==> config.mk <==
export PLATFORM = sky130hd
export DESIGN_NAME = spi_master_slave_byte_port
export DESIGN_NICKNAME = d
export VERILOG_FILES = /design/src/core/spi_byte_pkg.sv /design/src/core/pin_sync.sv /design/src/core/rate_divider.sv /design/src/core/spi_master_slave_byte_port.sv
export SDC_FILE = /design/constraint.sdc
export NUM_CORES = 1
export LEC_CHECK = 0
export BUFFER_PORTS_ARGS = -buffer_cell sky130_fd_sc_hd__buf_4
export CORE_UTILIZATION = 45
export DETAILED_ROUTE_END_ITERATION = 12
export HOLD_SLACK_MARGIN = 0.02
export PLACE_DENSITY = 0.71
export SYNTH_ARGS = -nofsm -noshare
export SYNTH_HDL_FRONTEND = slang
export SYNTH_SLANG_ARGS = --single-unit
==> constraint.sdc <==
create_clock -name clock -period 6.1 [get_ports clock]
set_clock_uncertainty 0.1 [all_clocks]
set_input_delay 0 -clock clock [delete_from_list [all_inputs] [get_ports clock]]
set_output_delay 0 -clock clock [all_outputs]
set_load 0.01 [all_outputs]
==> src/core/spi_byte_pkg.sv <==
//////////////////////////////////////////////////////////////////////////////
// Purpose: shared constants of the byte-wide serial port
// Assumes: single core clock, 20 MHz
// Notes:   constants only
//////////////////////////////////////////////////////////////////////////////
package spi_byte_pkg;
  localparam int unsigned BYTE_BITS      = 8;
  localparam int unsigned EDGES_PER_BYTE = 2 * BYTE_BITS;
  localparam int unsigned SYNC_STAGES    = 3;
  localparam logic [7:0]  DATA_RESET     = 8'h00;
  localparam logic [3:0]  EDGE_LAST      = 4'hF;
  localparam logic [3:0]  BIT_LAST       = 4'h7;
  localparam logic [3:0]  BIT_FULL       = 4'h8;
  // Rate select code n gives a half period of 2**n core clocks
  localparam logic [1:0]  RATE_DIV2      = 2'h0;
  localparam logic [1:0]  RATE_DIV16     = 2'h3;
endpackage

==> src/core/pin_sync.sv <==
//////////////////////////////////////////////////////////////////////////////
// Purpose: three-flop synchroniser with agreement filter for one pin
// Assumes: pin is asynchronous to clock
// Notes:   level only moves when stages two and three agree
//////////////////////////////////////////////////////////////////////////////
`timescale 1ns/1ps
`default_nettype none
module pin_sync #(
  parameter logic RESET_LEVEL = 1'b0
) (
  input  wire logic clock,   // core clock
  input  wire logic reset_n, // async reset
  input  wire logic pin,     // raw pin level
  output logic      level    // filtered level
);
  logic s1;
  logic s2;
  logic s3;

  always_ff @(posedge clock or negedge reset_n) begin
    if (!reset_n) begin
      s1    <= RESET_LEVEL;
      s2    <= RESET_LEVEL;
      s3    <= RESET_LEVEL;
      level <= RESET_LEVEL;
    end else begin
      s1 <= pin;
      s2 <= s1;
      s3 <= s2;
      if (s2 == s3) begin
        level <= s3;
      end
    end
  end
endmodule
`default_nettype wire

==> src/core/rate_divider.sv <==
//////////////////////////////////////////////////////////////////////////////
// Purpose: half-period tick generator for the master serial clock
// Assumes: rate select stable during a byte
// Notes:   tick is a registered one-cycle pulse
//////////////////////////////////////////////////////////////////////////////
`timescale 1ns/1ps
`default_nettype none
module rate_divider (
  input  wire logic       clock,    // core clock
  input  wire logic       reset_n,  // async reset
  input  wire logic       run,      // count while high
  input  wire logic [1:0] rate_sel, // divider code
  output logic            tick      // half-period pulse
);
  import spi_byte_pkg::*;

  logic [2:0] count;
  wire  [3:0] half_len  = 4'h1 << rate_sel;
  wire  [2:0] count_end = 3'(half_len - 4'h1);
  wire        wrap      = run && (count == count_end);

  always_ff @(posedge clock or negedge reset_n) begin
    if (!reset_n) begin
      count <= 3'h0;
      tick  <= 1'b0;
    end else begin
      count <= (!run || wrap) ? 3'h0 : 3'(count + 3'h1);
      tick  <= wrap;
    end
  end
endmodule
`default_nettype wire

==> src/core/spi_master_slave_byte_port.sv <==
//////////////////////////////////////////////////////////////////////////////
// Purpose: byte-wide serial port, master or slave, with done and collision flags
// Assumes: control bits are static while a byte is in flight
// Notes:   pins split into in, out and active-low output enable
// Behaviour
// - Master drives serial clock and emits eight periods per data write.
// - Master clock rate picked by two rate-select bits dividing core clock.
// - Master ignores slave select; software selects slaves by a port pin.
// - Master shifts one bit out and samples one bit in each period.
// - After eighth clock set done flag and request interrupt if enabled.
// - Master copies received byte into data register when shifting ends.
// - Slave: data write loads the byte to be shifted out.
// - Slave drives one bit out and captures one bit in per period.
// - Slave copies received byte only after the whole byte completes.
// - Slave end: eighth clock with phase one, select rising with phase zero.
// - Done flag clears on software clear or on data register read.
// - Data write during a transfer sets collision flag; software clears it.
// - Phase set: data changes on leading edge; clear: on trailing edge.
// - Eight bits per byte, most significant bit first on both lines.
//////////////////////////////////////////////////////////////////////////////
`timescale 1ns/1ps
`default_nettype none
module spi_master_slave_byte_port (
  input  wire logic       clock,                // core clock, 20 MHz
  input  wire logic       reset_n,              // async reset
  input  wire logic       port_enable_bit,      // port on
  input  wire logic       master_select_bit,    // 1 master, 0 slave
  input  wire logic       clk_polarity,         // idle level of clock
  input  wire logic       clk_phase,            // 1 leading edge drives
  input  wire logic       bit_rate_sel_hi,      // rate select high
  input  wire logic       bit_rate_sel_lo,      // rate select low
  input  wire logic       irq_enable,           // interrupt enable
  input  wire logic       data_wr,              // data register write pulse
  input  wire logic [7:0] data_wr_value,        // byte written
  input  wire logic       data_rd,              // data register read pulse
  input  wire logic       done_clear,           // software clears done
  input  wire logic       collision_clear,      // software clears collision
  output logic      [7:0] shift_data_reg,       // received byte
  output logic            xfer_done_flag,       // byte finished
  output logic            write_collision_flag, // write while busy
  output logic            irq_req,              // interrupt request
  output logic            select_level,         // synced select pin level
  input  wire logic       serial_clk_line_in,   // clock pin in
  output logic            serial_clk_line_out,  // clock pin out
  output logic            serial_clk_line_oe_n, // clock pin drive, low on
  input  wire logic       mosi_in,              // master-out pin in
  output logic            mosi_out,             // master-out pin out
  output logic            mosi_oe_n,            // master-out drive, low on
  input  wire logic       miso_in,              // master-in pin in
  output logic            miso_out,             // master-in pin out
  output logic            miso_oe_n,            // master-in drive, low on
  input  wire logic       slave_select_n        // slave select pin
);
  import spi_byte_pkg::*;

  ////////////////////////////////////////////////////////////////////////////
  // Decode
  logic [7:0] tx_sr;
  logic [7:0] rx_sr;
  logic       tx_bit;
  logic       m_run;
  logic [3:0] m_edge;
  logic [3:0] s_cnt;
  logic       sclk_q;
  logic       sclk_f;
  logic       sclk_p;
  logic       ss_f;
  logic       ss_p;
  logic       mosi_f;
  logic       tick;
  logic       m_sample_q;
  logic       m_done_q;

  wire       master    = port_enable_bit && master_select_bit;
  wire       slave     = port_enable_bit && !master_select_bit;
  wire [1:0] rate_sel  = {bit_rate_sel_hi, bit_rate_sel_lo};
  wire       busy      = m_run || (s_cnt != 4'h0);
  wire       wr_ok     = data_wr && port_enable_bit && !busy;
  wire       collide   = data_wr && port_enable_bit && busy;
  wire       m_start   = wr_ok && master;
  wire       m_tick    = m_run && tick;
  wire       m_lead    = m_tick && !m_edge[0];
  wire       m_trail   = m_tick && m_edge[0];
  wire       m_done    = m_tick && (m_edge == EDGE_LAST);
  // Slave select only matters in slave mode
  wire       s_active  = slave && !ss_f;
  wire       s_chg     = s_active && (sclk_f != sclk_p);
  wire       s_lead    = s_chg && (sclk_f != clk_polarity);
  wire       s_trail   = s_chg && (sclk_f == clk_polarity);
  wire       ss_rise   = slave && ss_f && !ss_p;
  // Phase picks which edge samples and which drives
  wire       m_sample  = clk_phase ? m_trail : m_lead;
  wire       m_drive   = clk_phase ? m_lead : (m_trail && !m_done);
  wire       s_sample  = clk_phase ? s_trail : s_lead;
  wire       s_drive   = clk_phase ? s_lead : s_trail;
  // Master pins lag the sequencer by one flop; sampling follows the pin
  wire       sample    = m_sample_q || s_sample;
  wire       drive     = m_drive || s_drive;
  wire       rx_bit    = master ? miso_in : mosi_f;
  wire [7:0] rx_next   = {rx_sr[6:0], rx_bit};
  wire       s_done_p1 = s_sample && clk_phase && (s_cnt == BIT_LAST);
  wire       s_done_p0 = ss_rise && !clk_phase && (s_cnt == BIT_FULL);
  wire       s_done    = s_done_p1 || s_done_p0;
  wire       done      = m_done_q || s_done;
  wire       next_done = done || (xfer_done_flag && !(done_clear || data_rd));
  wire       next_coll = collide || (write_collision_flag && !collision_clear);

  ////////////////////////////////////////////////////////////////////////////
  // Pin synchronisers and rate divider
  pin_sync #(.RESET_LEVEL(1'b0)) u_sync_sclk (
    .clock   (clock),
    .reset_n (reset_n),
    .pin     (serial_clk_line_in),
    .level   (sclk_f)
  );

  pin_sync #(.RESET_LEVEL(1'b1)) u_sync_ss (
    .clock   (clock),
    .reset_n (reset_n),
    .pin     (slave_select_n),
    .level   (ss_f)
  );

  pin_sync #(.RESET_LEVEL(1'b0)) u_sync_mosi (
    .clock   (clock),
    .reset_n (reset_n),
    .pin     (mosi_in),
    .level   (mosi_f)
  );

  rate_divider u_rate (
    .clock    (clock),
    .reset_n  (reset_n),
    .run      (m_run),
    .rate_sel (rate_sel),
    .tick     (tick)
  );

  ////////////////////////////////////////////////////////////////////////////
  // Master sequencer
  always_ff @(posedge clock or negedge reset_n) begin
    if (!reset_n) begin
      m_run  <= 1'b0;
      m_edge <= 4'h0;
      sclk_q <= 1'b0;
      m_sample_q <= 1'b0;
      m_done_q   <= 1'b0;
    end else begin
      m_sample_q <= m_sample;
      m_done_q   <= m_done;
      if (m_start) begin
        m_run  <= 1'b1;
        m_edge <= 4'h0;
      end else if (m_tick) begin
        m_run  <= !m_done;
        m_edge <= 4'(m_edge + 4'h1);
      end
      if (m_tick) begin
        sclk_q <= !sclk_q;
      end else if (!m_run) begin
        sclk_q <= clk_polarity;
      end
    end
  end

  ////////////////////////////////////////////////////////////////////////////
  // Slave edge history and bit count
  always_ff @(posedge clock or negedge reset_n) begin
    if (!reset_n) begin
      sclk_p <= 1'b0;
      ss_p   <= 1'b1;
      s_cnt  <= 4'h0;
    end else begin
      sclk_p <= sclk_f;
      ss_p   <= ss_f;
      if (!slave || s_done || ss_rise) begin
        s_cnt <= 4'h0;
      end else if (s_sample) begin
        s_cnt <= 4'(s_cnt + 4'h1);
      end
    end
  end

  ////////////////////////////////////////////////////////////////////////////
  // Shared shift path
  // Phase zero must present the first bit before any edge, so load drives it
  always_ff @(posedge clock or negedge reset_n) begin
    if (!reset_n) begin
      tx_sr  <= DATA_RESET;
      tx_bit <= 1'b0;
      rx_sr  <= DATA_RESET;
    end else begin
      if (wr_ok && clk_phase) begin
        tx_sr <= data_wr_value;
      end else if (wr_ok) begin
        tx_sr  <= {data_wr_value[6:0], 1'b0};
        tx_bit <= data_wr_value[7];
      end else if (drive) begin
        tx_sr  <= {tx_sr[6:0], 1'b0};
        tx_bit <= tx_sr[7];
      end
      if (sample) begin
        rx_sr <= rx_next;
      end
    end
  end

  ////////////////////////////////////////////////////////////////////////////
  // Flags, data register and pin outputs
  always_ff @(posedge clock or negedge reset_n) begin
    if (!reset_n) begin
      shift_data_reg       <= DATA_RESET;
      xfer_done_flag       <= 1'b0;
      write_collision_flag <= 1'b0;
      irq_req              <= 1'b0;
      select_level         <= 1'b1;
      serial_clk_line_out  <= 1'b0;
      serial_clk_line_oe_n <= 1'b1;
      mosi_out             <= 1'b0;
      mosi_oe_n            <= 1'b1;
      miso_out             <= 1'b0;
      miso_oe_n            <= 1'b1;
    end else begin
      if (m_done_q) begin
        shift_data_reg <= m_sample_q ? rx_next : rx_sr;
      end else if (s_done) begin
        shift_data_reg <= s_sample ? rx_next : rx_sr;
      end
      xfer_done_flag       <= next_done;
      write_collision_flag <= next_coll;
      irq_req              <= next_done && irq_enable;
      select_level         <= ss_f;
      serial_clk_line_out  <= sclk_q;
      serial_clk_line_oe_n <= !master;
      mosi_out             <= tx_bit;
      mosi_oe_n            <= !master;
      miso_out             <= tx_bit;
      miso_oe_n            <= !s_active;
    end
  end

  ////////////////////////////////////////////////////////////////////////////
  // Checks
  logic [3:0] gap;
  always_ff @(posedge clock or negedge reset_n) begin
    if (!reset_n) begin
      gap <= 4'h0;
    end else begin
      gap <= (m_start || tick) ? 4'h0 : 4'(gap + 4'h1);
    end
  end
  wire [3:0] half_m1 = 4'((4'h1 << rate_sel) - 4'h1);
endmodule
`default_nettype wire

==> impl_metrics.yaml, run 1 <==
logic_synthesis:
  synth_edf_count: 0
  synth.most_common_cell: "dfrtp_1"
  ys_warn_count: 0
  synthTopCellsByArea: "dfrtp_1 48%, mux2i_1 7.6%, mux2_2 6.6%, dfstp_2 6.4%, nand2_1 2.2%"
  ys_ff_latch: 62
  yosysTopAreaCellShare_pct: 47.74
  yosysSeqAreaShare_pct: 54.12
  synthFlopType: "dfrtp_1"
  avgSynthCellArea_sq_um: 11.91
  synth_commonest_cells: "55 x dfrtp_1, 22 x mux2i_1, 17 x mux2_2, 17 x nand2_1, 14 x nor2_1"
  synthesis.nets: 271
  synth_area_sq_um: 2883
  yosysTopAreaCell: "dfrtp_1"
  ys_types: 45
  syn_inst: 242
  async_reset_ff_share_pct: 100.0
finish:
  final_core_util_pct: 60.32
  fin_cells: 390
  nets: 339
  num_antenna_cells: 0
  drive_gt1_share_pct: 26.03
  area_growth_pct: 26.82
floorplanning:
  die_area_sq_um: 6731
  core_area_sq_um: 6061
  start_util_pct: 47.56
  die_y_microns: 82.04
  die_w_microns: 82.04
  io_pins: 43
  fp-row-count: 28
power_and_ir_drop:
  powerDensity_nw_per_um2: 341.5
  p_total_mw: 1.248
  p_leak_nw: 1.666
  irDropWorstVdd_uv: 210.9
detailed_routing:
  firstDrtPassIters: 4
  drt-initial-drc-count: 94
  wl_per_cell_microns: 14.24
  via_count: 2051
  ant_nets: 0
  routed_wl_microns: 5555
  vias_per_cell: 5.259
  drt_drc_violations_left: 0
grt:
  use_met3_pct: 6.889
  grt_start_max_net_pins: 63
  antenna_found_initial: 0
  track_usage_pct: 18.98
  grt_overflow: 0
  use_met1_pct: 23.30
  grt_pass1_vias: 2027
  grt_first_pass_wirelength_microns: 9301
  use_met2_pct: 30.25
  top_usage_layer: "met2"
clock_network:
  cts_tree: "yes"
  cts_root_buf: "clkbuf_8"
  cts_buffers: 9
  cts_buffer_depth: 2
  post_cts_buffers: 0
  clock-sinks: 62
  clock_latency_ns: 0.33
  clkTransAtPathRegs_ns: 0.06
  htreeDepth: 3
worst_hold_path:
  hold_path_class: "input pin to register"
  holdPathStages: 4
setup_path:
  critPathLaunchType: "register"
  worstPathArrival_ns: 2.76
  cp_cell_sequence: "or3b_1, a211o_1, nand2_1, nor2_1, a21boi_0, dlygate4sd3_1"
  cp_max_fo: 10
  slowest_stage: "dlygate4sd3_1"
  crit_required_ns: 6.21
  critical_path_class: "register to register"
  slowest_delay_ns: 0.60
  ff2ff_path_depth: 6
  end_kind: "register"
sta:
  max-slew-margin-rel_pct: 47.41
  worstMarginPinSlew_ns: 0.7889
  min_period_over_period_pct: 43.45
  grt_setup_unrepaired: "no"
  maxSlewViolCount: 0
  finalHoldViolCount: 0
  setup_violations: 0
  period_minus_slack_ns: 2.650
  fmax_ghz: 0.3773
  fin_setup_tns_ns: 0
place:
  io_buffer_count: 42
  hpwl_microns: 3537
  post-place-cells: 347
  gp_routability_congestion: 0.8486
outcome:
  status: "finished, final reports clean"
flow_run:
  maxCapViolCount: 0
[layout make-up]
class | instances | area, sq um
Tap cell | 75 | 93.84
Multi-Input combinational cell | 156 | 1200
Sequential cell | 62 | 1560
Inverter | 12 | 45.04
Timing Repair Buffer | 69 | 585.6
Fill cell | 504 | 2405
Clock buffer | 15 | 166.4
Clock inverter | 1 | 5.005
[worst max-delay path, delay by kind of cell, from the launching register on]
family | cells | cell delay, ns
flops | 1 | 0.57
compound gates | 2 | 0.39
buf+inv | 1 | 0.60
simple gates | 3 | 0.88
[report_power, final]
group	internal [mW]	switching (mW)
Clock	0.170	0.144
Combinational	0.184	0.140
Sequential	0.514	0.0964
[path summary, 6_finish.rpt]
check | start | slack (ns) | endpoint
worst max-delay path | u_sync_ss.level | 3.45 | irq_req
worst max register to register | u_sync_ss.level | 3.45 | irq_req
max in group asynchronous | reset_n | 5.19 | s_cnt[2]
worst min register to register | u_sync_sclk.s1 | 0.25 | u_sync_sclk.s2
worst min-delay path | bit_rate_sel_hi | 0.05 | u_rate.tick
min in group asynchronous | reset_n | 0.19 | u_sync_mosi.s2
[repair_timing]
| action | 4_1_cts | 5_1_grt |
|---|---|---|
| hold buffers | 27 | 0 |
| gates resized for setup | 0 | 0 |
| endpoints found under the hold margin | 83 | 0 |
[cells in the final DEF, fill, tap and decap left out, types with 3 or more instances in the layout]
cell | netlist | routed
dfstp_2 | 7 | 7
or3b_1 | 3 | 3
mux2_2 | 17 | 17
xnor2_1 | 6 | 6
nor2_1 | 14 | 14
a222oi_1 | 6 | 6
o21ai_0 | 11 | 11
buf_4 | 2 | 42
dfrtp_1 | 55 | 55
a21oi_1 | 10 | 10
nand3_1 | 6 | 6
mux2i_1 | 22 | 22
nand2_1 | 17 | 17
maj3_1 | 3 | 3
ha_1 | 4 | 4
xor2_1 | 4 | 4
dlygate4sd3_1 | 0 | 27
nor2b_1 | 4 | 4
inv_1 | 12 | 12
clkbuf_1 | 7 | 4
clkbuf_8 | 0 | 11
[routing by layer]
| layer | vias to the layer above | share of wire (%) |
|---|---|---|
| met1 | 985 | 46 |
| met5 | - | 0 |
| met3 | 9 | 4.5 |
| met2 | 58 | 48 |
| met4 | 0 | 1.3 |
| li1 | 999 | - |
[per-stage QoR]
| stage | setup WS [ns] | area (sq um) | hold slack (ns) |
|---|---|---|---|
| final | 3.450 | 3656 | 0.04859 |
| after floorplan | 3.862 | 2883 | -0.3956 |
| after global placement | 3.761 | 3214 | 0.009733 |
| after detailed placement | 3.747 | 3214 | 0.01031 |
| after global routing | 3.293 | 3656 | 0.1040 |
| after CTS | 3.441 | 3656 | 0.04071 |
[cell families (layout without fill, tap and decap cells)]
| logic type | Yosys count | in the layout | synth area share [%] |
|---|---|---|---|
| buffers and inverters | 24 | 97 | 4.253 |
| adders and majority gates | 7 | 7 | 2.778 |
| and+or+nand+nor | 59 | 59 | 10.68 |
| xor gates and xnor gates | 10 | 10 | 3.038 |
| AOI/OAI and AO/OA | 40 | 40 | 10.46 |
| DFF | 62 | 62 | 54.12 |
| muxes | 40 | 40 | 14.67 |
Power figures use the tool's default switching activity.
==> inputs of run 2 (changes only) <==
clock period = 2.55 ns   (was 6.1 ns; I/O delays follow)
==> run 2 against run 1 <==
Flip-flop and latch count did not move; sequential share of layout area shrank 0.73 points; combinational power up 140%; global-route usage decreased by 0.42 points; non-clock buffer count increased by 4; worst hold slack got worse by 0.015 ns; total power rose by 150%; critical endpoint is now shift_data_reg[5]; fmax is 12% higher; count of clock-buffer cells in the layout shrank 5; cell count increased by 1.0%; sequential power grew 140%.
==> impl_metrics.yaml, run 2 (same netlist as run 1, synthesis figures left out) <==
detailed_routing:
  vias_per_cell: 5.211
  via_count: 2053
  ant_nets: 0
  routed_wl_microns: 5462
  firstDrtPassIters: 4
  drt_drc_violations_left: 0
  drt-initial-drc-count: 104
  wl_per_cell_microns: 13.86
floorplanning:
  core_area_sq_um: 6061
  die_y_microns: 82.04
  io_pins: 43
  die_area_sq_um: 6731
  fp-row-count: 28
  die_w_microns: 82.04
  start_util_pct: 47.56
sta:
  min_period_over_period_pct: 92.67
  worst_slack_ns: 0.1869
  maxSlewViolCount: 0
  worstMarginPinSlew_ns: 0.7618
  fmax_ghz: 0.4232
  fin_setup_tns_ns: 0
  finalHoldViolCount: 0
  period_minus_slack_ns: 2.363
  grt_setup_unrepaired: "no"
  setup_violations: 0
  max-slew-margin-rel_pct: 49.22
  whs_ns: 0.03388
setup_path:
  critical_path_class: "register to register"
  end_kind: "register"
  reg2reg_to: "shift_data_reg[5]"
  ff2ff_path_depth: 5
  ff2ff_setup_slack_ns: 0.19
  cp_max_fo: 11
  crit_required_ns: 2.67
  worstPathArrival_ns: 2.48
  r2r-start: "u_sync_sclk.level"
  critPathLaunchType: "register"
place:
  gp_routability_congestion: 0.8221
  hpwl_microns: 3609
  dpl_cell_area_sq_um: 3244
  post-place-cells: 351
  io_buffer_count: 42
  place_ws_ns: 0.1805
worst_hold_path:
  holdPathStages: 4
  hold_path_startpoint: "data_wr_value[1]"
  hold_path_class: "input pin to register"
  hold_path_end: "tx_sr[1]"
power_and_ir_drop:
  power_frac_comb_pct: 25.3
  p_leak_nw: 1.701
  powerDensity_nw_per_um2: 832.4
  internal_power_mw: 2.157
  p_total_mw: 3.096
  irDropWorstVdd_uv: 537.6
  p_sw_uw: 939.7
  netSwitchingFraction_pct: 30.35
  p_clk_share_pct: 27.5
  seqPwrFrac_pct: 47.1
outcome:
  status: "finished, final reports clean"
clock_network:
  clock-sinks: 62
  clkTransAtPathRegs_ns: 0.07
  cts_root_buf: "clkbuf_8"
  cts_buffer_depth: 2
  cts_buffers: 9
  cts_tree: "yes"
  htreeDepth: 3
  clock_latency_ns: 0.33
  post_cts_buffers: 0
grt:
  grt_start_max_net_pins: 63
  grt_pass1_vias: 2037
  antenna_found_initial: 0
  track_usage_pct: 18.56
  grt_overflow: 0
  grt_first_pass_wirelength_microns: 9177
finish:
  final_cell_mix: "55 x dfrtp_1, 46 x buf_4, 27 x dlygate4sd3_1"
  area_growth_pct: 29.04
  design_area_sq_um: 3720
  fin_cells: 394
  nets: 343
  final_core_util_pct: 61.37
  num_antenna_cells: 0
  drive_gt1_share_pct: 28.53
  layout_commonest_cell: "dfrtp_1"
flow_run:
  maxCapViolCount: 0
run 2: changes by cell type in the layout (fill, tap and decap cells not counted):
cell	previous run	this run
buf_4	42	46
clkinv_4	0	1
nor4b_1	1	0
clkinv_2	1	3
nor4b_2	0	1
clkinvlp_4	0	1
clkbuf_1	4	0
clkbuf_8	11	10
bufinv_16	0	1
run 2: metal layers:
layer / share of wire (%) / global-route usage, %
met1: 46 / 22.52
met2: 49 / 31.16
met3: 3.0 / 3.667
met4: 1.7 / 9.474
met5: 0 / 0
run 2: what timing repair did:
action,4_1_cts,5_1_grt
endpoints found under the hold margin,80,0
gates resized for setup,0,1
hold buffers,27,0
endpoints found under the setup margin,0,1
run 2: power groups by stage:
stage | sequential (mW) | combinational [mW] | clock, mW
floorplan | 1.42 | 0.544 | 0
global placement | 1.47 | 0.721 | 0
detailed placement | 1.48 | 0.744 | 0
CTS | 1.46 | 0.788 | 0.875
global route | 1.50 | 0.885 | 0.917
finish | 1.46 | 0.784 | 0.853
run 2: critical path, stage by stage, from the launching register on:
cell and delay, ns:
dfrtp_1 0.42, or3b_1 0.46, a211oi_4 0.28, or2_4 0.30, mux2_2 0.37, a221o_1 0.32
run 2: worst max-delay path by stage:
stage | start | endpoint | slack (ns)
finish | u_sync_sclk.level | shift_data_reg[5] | 0.19
floorplan | u_sync_sclk.level | shift_data_reg[7] | 0.31
global placement | u_sync_sclk.level | shift_data_reg[7] | 0.26
global route | u_sync_sclk.level | shift_data_reg[5] | 0.07
CTS | u_sync_sclk.level | irq_req | 0.17
detailed placement | u_sync_sclk.level | shift_data_reg[5] | 0.18
run 2: cell type report:
cell class / count / area (sq um)
Inverter: 12 / 45.04
Multi-Input combinational cell: 156 / 1206
Tap cell: 75 / 93.84
Timing Repair Buffer: 73 / 615.6
Clock buffer: 10 / 137.6
Fill cell: 511 / 2341
Clock inverter: 6 / 61.31
Sequential cell: 62 / 1560
